--- src/mfp_cfg.svh ---
// Register offsets, field positions, reset values and timing counts for the multifunction pin block
`ifndef MFP_CFG_SVH
`define MFP_CFG_SVH
`define MFP_ADDR_COMPARATOR_PROTECT_STATUS 8'h23
`define MFP_ADDR_PIN_CONFIG 8'h24
`define MFP_COMPARATOR_PROTECT_STATUS_RST 16'h000C
`define MFP_PIN_CONFIG_RST 16'h0000
`define MFP_BIT_PROTECT 8
`define MFP_BIT_WINDOW 7
`define MFP_BIT_SYNC 3
`define MFP_BIT_FILTER_EN 15
`define MFP_BIT_OUT_EN 13
`define MFP_OSEL_HI 12
`define MFP_OSEL_LO 9
`define MFP_CSEL_HI 8
`define MFP_CSEL_LO 5
`define MFP_IFUN_HI 4
`define MFP_IFUN_LO 1
`define MFP_BIT_IN_EN 0
`define MFP_CFG_WMASK 16'hBFFF
`define MFP_FILTER_NS 200
`define MFP_CLK_NS 40
`define MFP_FILTER_CYC ((`MFP_FILTER_NS + `MFP_CLK_NS - 1) / `MFP_CLK_NS)
`endif

--- src/mfp_pkg.sv ---
// Types shared by the multifunction pin block
package mfp_pkg;
  typedef enum logic [3:0] {
    MFP_IN_SLEEP = 4'h0,
    MFP_IN_FAULT = 4'h2,
    MFP_IN_POWER = 4'h4,
    MFP_IN_PROTECT = 4'h5,
    MFP_IN_CLEAR = 4'h7,
    MFP_IN_LOAD = 4'h8,
    MFP_IN_WAVE = 4'h9,
    MFP_IN_MARGIN = 4'hA,
    MFP_IN_RESET = 4'hB,
    MFP_IN_NVMWP = 4'hC,
    MFP_IN_LOCK = 4'hD
  } mfp_in_func_t;
  typedef enum logic [3:0] {
    MFP_OUT_MEM = 4'h1,
    MFP_OUT_CH2 = 4'h4,
    MFP_OUT_CH0 = 4'h6,
    MFP_OUT_CH1 = 4'h7,
    MFP_OUT_WIN = 4'hB
  } mfp_out_sel_t;
endpackage

--- src/mfp_glitch_filter.sv ---
// Glitch filter for the pin input: a level must hold for a set count before it passes
`timescale 1ns/1ps
`include "mfp_cfg.svh"
module mfp_glitch_filter import mfp_pkg::*; #(
  parameter int STABLE_CYC = `MFP_FILTER_CYC
) (
  input wire logic clk,
  input wire logic rst_b,
  input wire logic ce,
  input wire logic din,
  output logic dout
);
  localparam int CW = $clog2(STABLE_CYC + 1);
  // Elaboration guard: a zero count would leave the compare below unreachable
  if (STABLE_CYC < 1) begin : g_bad_stable_cyc
    $error("STABLE_CYC must be at least 1");
  end
  typedef struct packed {
    logic out;
    logic [CW-1:0] cnt;
  } mfp_filt_state_t;
  mfp_filt_state_t st_reg;
  mfp_filt_state_t st_next;
  // Count samples that differ from the output; a short pulse restarts the count and is dropped
  always_comb begin
    st_next = st_reg;
    if (din == st_reg.out) begin
      st_next.cnt = '0;
    end else if (st_reg.cnt == CW'(STABLE_CYC - 1)) begin
      st_next.out = din;
      st_next.cnt = '0;
    end else begin
      st_next.cnt = st_reg.cnt + CW'(1);
    end
  end
  // Resting level is high, matching an idle pulled-up pin
  always_ff @(posedge clk or negedge rst_b) begin
    if (!rst_b) begin
      st_reg <= '{out: 1'b1, cnt: '0};
    end else if (ce) begin
      st_reg <= st_next;
    end
  end
  assign dout = st_reg.out;
endmodule

--- src/mfp_pin_ctrl.sv ---
// Multifunction pin configuration, pin actions and comparator/protect status
`timescale 1ns/1ps
`include "mfp_cfg.svh"
module mfp_pin_ctrl import mfp_pkg::*; #(
  parameter int FILTER_CYC = `MFP_FILTER_CYC
) (
  input wire logic clk,
  input wire logic rst_b,
  input wire logic ce,
  // Register port
  input wire logic [7:0] reg_addr,
  input wire logic reg_wr,
  input wire logic reg_rd,
  input wire logic [15:0] reg_wdata,
  output logic [15:0] reg_rdata,
  // Multifunction pin
  input wire logic multifunction_pin_in,
  output logic multifunction_pin_out,
  output logic multifunction_pin_oe,
  // Internal status sources
  input wire logic memory_busy_flag,
  input wire logic ch0_busy,
  input wire logic ch1_busy,
  input wire logic ch2_busy,
  input wire logic window_compare_raw,
  input wire logic window_latch_enable,
  input wire logic compare_raw_ch1,
  input wire logic protect_active,
  // Global actions
  output logic deep_sleep,
  output logic fault_dump_pulse,
  output logic protect_start_pulse,
  output logic clear_input_n,
  output logic device_reset,
  output logic nvm_write_allowed,
  output logic register_lock,
  // Per-channel actions, index 0..2 is channel 0..2
  output logic [2:0] channel_powerdown_load,
  output logic [2:0] load_update_input,
  output logic [2:0] wave_run,
  output logic [2:0] margin_high,
  output logic [2:0] margin_pulse
);
  // Elaboration guard: the filter needs at least one stable sample
  if (FILTER_CYC < 1) begin : g_bad_filter_cyc
    $error("FILTER_CYC must be at least 1");
  end

  typedef struct packed {
    logic [15:0] cfg;
    logic protect_flag;
    logic window_hold;
    logic cmp_s1;
    logic cmp_s2;
    logic pin_s1;
    logic pin_s2;
    logic pin_prev;
    logic [15:0] rdata;
    logic pin_out;
    logic sleep;
    logic fault;
    logic prot;
    logic clr_n;
    logic rst;
    logic nvm_ok;
    logic lock;
    logic [2:0] pdn;
    logic [2:0] load;
    logic [2:0] run;
    logic [2:0] mhigh;
    logic [2:0] mpulse;
  } mfp_state_t;

  mfp_state_t st_reg;
  mfp_state_t st_next;
  logic filt_pin;
  logic pin_used;
  logic fall;
  logic rise;
  logic [2:0] chan_en;
  logic [3:0] csel;
  mfp_in_func_t ifun;
  logic win_bit;

  // Filter always runs on the synchronized pin so switching modes sees a settled level
  mfp_glitch_filter #(
    .STABLE_CYC(FILTER_CYC)
  ) u_filter (
    .clk(clk),
    .rst_b(rst_b),
    .ce(ce),
    .din(st_reg.pin_s2),
    .dout(filt_pin)
  );

  // Input path selection and edge decode
  always_comb begin
    pin_used = st_reg.cfg[`MFP_BIT_FILTER_EN] ? filt_pin : st_reg.pin_s2;
    fall = st_reg.pin_prev & ~pin_used;
    rise = ~st_reg.pin_prev & pin_used;
    csel = st_reg.cfg[`MFP_CSEL_HI:`MFP_CSEL_LO];
    chan_en = {csel[0], csel[3], csel[2]}; // bit i is channel i
    ifun = mfp_in_func_t'(st_reg.cfg[`MFP_IFUN_HI:`MFP_IFUN_LO]);
    win_bit = window_latch_enable ? st_reg.window_hold : window_compare_raw;
  end

  // Next state: registers, status, pin actions
  always_comb begin
    st_next = st_reg;
    st_next.fault = 1'b0;
    st_next.prot = 1'b0;
    st_next.load = 3'h0;
    st_next.mpulse = 3'h0;
    // Two-flop synchronizers; the first stage feeds only the second
    st_next.cmp_s1 = compare_raw_ch1;
    st_next.cmp_s2 = st_reg.cmp_s1;
    st_next.pin_s1 = multifunction_pin_in;
    st_next.pin_s2 = st_reg.pin_s1;
    st_next.pin_prev = pin_used;
    // Latched window result holds a trip until latch mode is left
    if (!window_latch_enable) begin
      st_next.window_hold = 1'b0;
    end else if (window_compare_raw) begin
      st_next.window_hold = 1'b1;
    end
    // Register read data, captured for the next cycle
    st_next.rdata = 16'h0000;
    if (reg_rd) begin
      if (reg_addr == `MFP_ADDR_COMPARATOR_PROTECT_STATUS) begin
        st_next.rdata = `MFP_COMPARATOR_PROTECT_STATUS_RST & 16'h0004;
        st_next.rdata[`MFP_BIT_PROTECT] = st_reg.protect_flag;
        st_next.rdata[`MFP_BIT_WINDOW] = win_bit;
        st_next.rdata[`MFP_BIT_SYNC] = st_reg.cmp_s2;
      end else if (reg_addr == `MFP_ADDR_PIN_CONFIG) begin
        st_next.rdata = st_reg.cfg;
      end
    end
    // Read clears the protect flag, but a protect event in the same cycle wins
    if (reg_rd && reg_addr == `MFP_ADDR_COMPARATOR_PROTECT_STATUS) begin
      st_next.protect_flag = 1'b0;
    end
    if (protect_active || st_reg.prot) begin
      st_next.protect_flag = 1'b1;
    end
    // Configuration write; bit 14 is don't-care and stays zero
    if (reg_wr && reg_addr == `MFP_ADDR_PIN_CONFIG) begin
      st_next.cfg = reg_wdata & `MFP_CFG_WMASK;
    end
    // Output routing; unlisted codes drive low
    unique case (st_reg.cfg[`MFP_OSEL_HI:`MFP_OSEL_LO])
      MFP_OUT_MEM: st_next.pin_out = memory_busy_flag;
      MFP_OUT_CH2: st_next.pin_out = ch2_busy;
      MFP_OUT_CH0: st_next.pin_out = ch0_busy;
      MFP_OUT_CH1: st_next.pin_out = ch1_busy;
      MFP_OUT_WIN: st_next.pin_out = win_bit;
      default: st_next.pin_out = 1'b0;
    endcase
    // Clear follows the level and releases as soon as input mode or code changes
    st_next.clr_n = 1'b1;
    if (st_reg.cfg[`MFP_BIT_IN_EN] && ifun == MFP_IN_CLEAR) begin
      st_next.clr_n = pin_used;
    end
    // Edge actions, only while input mode is on
    if (st_reg.cfg[`MFP_BIT_IN_EN]) begin
      unique case (ifun)
        MFP_IN_SLEEP: begin
          if (fall) st_next.sleep = 1'b1;
          if (rise) st_next.sleep = 1'b0;
        end
        MFP_IN_FAULT: st_next.fault = fall;
        MFP_IN_POWER: begin
          if (fall) st_next.pdn = st_reg.pdn | chan_en;
          if (rise) st_next.pdn = st_reg.pdn & ~chan_en;
        end
        MFP_IN_PROTECT: st_next.prot = fall;
        MFP_IN_CLEAR: st_next.fault = 1'b0;
        MFP_IN_LOAD: begin
          if (fall) st_next.load = chan_en;
        end
        MFP_IN_WAVE: begin
          if (fall) st_next.run = st_reg.run & ~chan_en;
          if (rise) st_next.run = st_reg.run | chan_en;
        end
        MFP_IN_MARGIN: begin
          if (fall) begin
            st_next.mhigh = st_reg.mhigh & ~chan_en;
            st_next.mpulse = chan_en;
          end
          if (rise) begin
            st_next.mhigh = st_reg.mhigh | chan_en;
            st_next.mpulse = chan_en;
          end
        end
        MFP_IN_RESET: begin
          if (fall) st_next.rst = 1'b1;
          if (rise) st_next.rst = 1'b0;
        end
        MFP_IN_NVMWP: begin
          if (fall) st_next.nvm_ok = 1'b1;
          if (rise) st_next.nvm_ok = 1'b0;
        end
        MFP_IN_LOCK: begin
          if (fall) st_next.lock = 1'b0;
          if (rise) st_next.lock = 1'b1;
        end
        default: st_next.fault = 1'b0;
      endcase
    end
    // Leaving reset mode drops the held reset so the device cannot stay stuck
    if (!(st_reg.cfg[`MFP_BIT_IN_EN] && ifun == MFP_IN_RESET)) begin
      st_next.rst = 1'b0;
    end
    // The held device reset clears the volatile configuration itself
    if (st_reg.rst) begin
      st_next.cfg = `MFP_PIN_CONFIG_RST;
    end
  end

  // Single state register; comparator sync resets to one, pin history to high
  always_ff @(posedge clk or negedge rst_b) begin
    if (!rst_b) begin
      st_reg <= '0;
      st_reg.cfg <= `MFP_PIN_CONFIG_RST;
      st_reg.cmp_s1 <= 1'b1;
      st_reg.cmp_s2 <= 1'b1;
      st_reg.pin_s1 <= 1'b1;
      st_reg.pin_s2 <= 1'b1;
      st_reg.pin_prev <= 1'b1;
      st_reg.clr_n <= 1'b1;
    end else if (ce) begin
      st_reg <= st_next;
    end
  end

  // Outputs, all from flip-flops, the drive enable straight from config bit 13
  assign reg_rdata = st_reg.rdata;
  assign multifunction_pin_out = st_reg.pin_out;
  assign multifunction_pin_oe = st_reg.cfg[`MFP_BIT_OUT_EN];
  assign deep_sleep = st_reg.sleep;
  assign fault_dump_pulse = st_reg.fault;
  assign protect_start_pulse = st_reg.prot;
  assign clear_input_n = st_reg.clr_n;
  assign device_reset = st_reg.rst;
  assign nvm_write_allowed = st_reg.nvm_ok;
  assign register_lock = st_reg.lock;
  assign channel_powerdown_load = st_reg.pdn;
  assign load_update_input = st_reg.load;
  assign wave_run = st_reg.run;
  assign margin_high = st_reg.mhigh;
  assign margin_pulse = st_reg.mpulse;
endmodule

--- config.mk ---
export PLATFORM = sky130hd
export DESIGN_NAME = mfp_pin_ctrl
export DESIGN_NICKNAME = d
export VERILOG_FILES = /design/src/mfp_pkg.sv /design/src/mfp_glitch_filter.sv /design/src/mfp_pin_ctrl.sv
export VERILOG_INCLUDE_DIRS = /design/src
export SDC_FILE = /design/constraint.sdc
export NUM_CORES = 1
export LEC_CHECK = 0
export BUFFER_PORTS_ARGS = -buffer_cell sky130_fd_sc_hd__clkbuf_2
export CORE_MARGIN = 2
export CORE_UTILIZATION = 40
export CTS_CLUSTER_DIAMETER = 40
export CTS_CLUSTER_SIZE = 30
export DETAILED_ROUTE_END_ITERATION = 6
export GPL_TIMING_DRIVEN = 1
export SYNTH_ARGS = -nofsm -noshare
export SYNTH_HDL_FRONTEND = slang
export SYNTH_SLANG_ARGS = --single-unit
--- constraint.sdc ---
create_clock -name clk -period 4 [get_ports clk]
set_input_delay 0.4 -clock clk [delete_from_list [all_inputs] [get_ports clk]]
set_output_delay 0.4 -clock clk [all_outputs]
set_load 0.1 [all_outputs]
==> summary.txt <==
Detailed routing
  – Routed met3 length: 377 um
  – Via density: 5.20
  – 1st-pass router iterations: 4
  – Via count: 2,286
  – Top routing layer in use: met4
  – Routed wire per std cell: 15.6 um
  – Drt drc: 0
  – DR WL met2: 3140 um
  – M1 WL: 3170 um
  – Routed Antenna Nets: 0
  – Initial DRC Count: 131
  – Total Wirelength: 6840 um

Logic synthesis
  – Ranking of synthesized cells by area: dfrtp_1, buf_4, a22o_1
  – Synth Register Bits: 64
  – Ys async rst share: 100%
  – Post-synth top area share: 44.7%
  – Synth warn: 0
  – Mapped Cells: 294
  – Avg Inst Size Synth: 10.9 um2
  – Main synth FF type: dfrtp_1
  – Most common cell in the synthesized netlist: dfrtp_1
  – Post-synth EDFFs: 0
  – Syn Std Cell Area: 3190 um2
  – Post-synthesis cell type count: 52
  – Seq/Total Area, Yosys: 50.4%
  – Commonest cells in the netlist: dfrtp_1, buf_4, a22o_1
  – Post-synth top area cell: dfrtp_1
  – Syn_nets: 336

Timing
  – Actual slew at the worst max-slew pin: 1.02 ns
  – Slew Viols, Final: 0
  – Final Hold Viols: 0
  – Peak Freq: 0.443 GHz
  – Final WS setup: 1.74 ns
  – Final Cycle Share: 56.5%
  – Final hold slack: 0.230 ns
  – Max_slew headroom: 31.9%
  – RSZ-0062 raised after global routing: no
  – Final Critical Period: 2.26 ns
  – Setup-failing EPs final: 0
  – Clock skew: 0.0110 ns
  – Setup TNS: 0 ns

Power
  – Clock share of power: 41.1%
  – Int Power: 1130 uW
  – Sw Share: 24.7%
  – Psw: 371 uW
  – PwrDens: 416 nW/um2
  – Max VDD drop: 212 uV
  – PnR Total Power: 1500 uW
  – Sequential power share: 47.0%
  – Comb power frac: 11.9%
  – P_leak: 0.00180 uW

Run status
  – Status: finished clean

Setup path
  – Worst path arrival time: 2.48 ns
  – R2R depth: 6
  – CP Launch Type: register
  – Critical-path top delay cell: nor3_1
  – CP Class: reg -> reg
  – Crit-path max FO: 8
  – Crit. End Element: register
  – Required time worst endpoint: 4.22 ns
  – CP Cell Sequence: mux2i_1 -> inv_1 -> ha_1 -> nor3_1 -> nand2_1 -> mux2_1
  – Critical Path Max Stage Delay: 0.44 ns

Floorplan
  – Rows: 32
  – Area of the die: 8720 um2
  – Die width: 93.4 um
  – Starting Density: 41.3%
  – Die Y: 93.4 um
  – Boundary Pins: 78
  – Core area: 7730 um2

Clock tree
  – Clock Latency Late Sink: 0.34 ns
  – CTS Buffer Depth: 2
  – Worst-path clk slew: 0.07 ns
  – Clock Sinks: 64
  – Htree depth: 3
  – Resize count post-CTS: 0
  – Total setup buffers inserted after CTS: 0
  – Cts hold-fix bufs: 0
  – Inserted Clock Buffers: 9
  – TritonCTS clock tree: yes
  – Root buffer selected by CTS: clkbuf_8

Layout
  – Antenna Cells: 0
  – Fillers: 723
  – FF/Latch Area: 1610 um2
  – Max FFs per register: 15
  – Syn-to-layout area delta: 13.0%
  – Non-Filler Instances: 440
  – Nets: 376
  – Area of the multi-input gates: 1190 um2
  – Ratio of cells with drive above 1 in the final layout: 33.7%

GRT
  – GRT Residual Overflow: 0
  – Gr usage total: 16.9%
  – Pin count of the biggest net entering global routing: 41
  – Initial antenna violation count: 0
  – First-pass GRT wire length: 11,300 um
  – Number of global-route vias before repair: 2,205

Placed design
  – Dpl hpwl: 4970 um
  – Pre-CTS setup slack: 1.65 ns
  – GP Congestion: 0.825
  – IO buf count: 75
  – Post-placement cell count: 425

Job
  – Max_cap viols: 0

Hold path
  – Hold crit path type: in -> async
placed cells by master (no fill, tap or decap), types with 2 or more instances in the layout:
cell type and n:
bufinv_16 2, nor4_1 2, inv_1 20, dfstp_2 7
o31ai_1 2, clkbuf_8 11, a22o_1 24, nand4_1 3
mux2i_1 5, nand3_1 18, mux2_2 10, clkbuf_2 75
a21o_1 2, and4b_1 2, nor3_1 3, nand2b_1 8
o21ai_0 8, o211ai_1 2, a31oi_1 2, dfrtp_1 57
a21oi_1 10, nand2_1 17, buf_4 2, ha_1 4
o2bb2ai_1 5, o41ai_1 2, nor2_1 5, and3_1 3
a22oi_1 3
final timing paths:
kind                                 from              endpoint  slack (ns)
min in group clk           protect_active            st_reg[45]        0.28
max in group asynchronous           rst_b            st_reg[39]        2.80
min                                 rst_b  multifunction_pin_oe        0.23
min reg2reg                  reg_rdata[7]          reg_rdata[7]        0.49
max reg2reg                    st_reg[61]              register        1.74
max                            st_reg[61]              register        1.74
through the flow:
| stage | util, % | instance area [um2] |
|---|---|---|
| after global routing | 46.7 | 3610 |
| after detailed placement | 43.9 | 3390 |
| final | 46.7 | 3610 |
| after global placement | 43.9 | 3390 |
| after floorplan | - | 3190 |
| after CTS | 46.7 | 3610 |
cell families after synthesis:
group | synth area share (%)
compound gates | 15.1
flops | 50.4
other cells | 0.117
simple gates | 14.7
fa+ha+maj | 1.57
buf+inv | 12.5
xor+xnor | 0.274
mux | 5.44
final cells by class:
class,count,area share [%]
Clock buffer,12,4.30
Clock inverter,3,1.80
Multi-Input combinational cell,162,32.9
Tap cell,102,3.54
Inverter,20,2.08
Timing Repair Buffer,77,10.8
Sequential cell,64,44.6
per-layer routing:
metal  GRT usage [%]  up-vias
met5               0        -
met3            3.30       13
li1                -     1094
met2            24.4       75
met1            24.2     1104
met4            8.21        0
critical path, delay by kind of cell, from the launching register on:
family,cells,cell delay [ns]
adders and majority gates,1,0.42
muxes,2,0.68
buffers and inverters,1,0.08
and+or+nand+nor,2,0.55
DFF,1,0.42
power by group through the flow:
stage / clock [uW] / sequential [uW] / combinational [uW]
after global placement: 0 / 717 / 171
after CTS: 632 / 706 / 178
after floorplan: 0 / 720 / 111
final: 617 / 706 / 179
after detailed placement: 0 / 719 / 178
after global routing: 663 / 710 / 198
No activity file was read; power rests on OpenSTA's default activity.
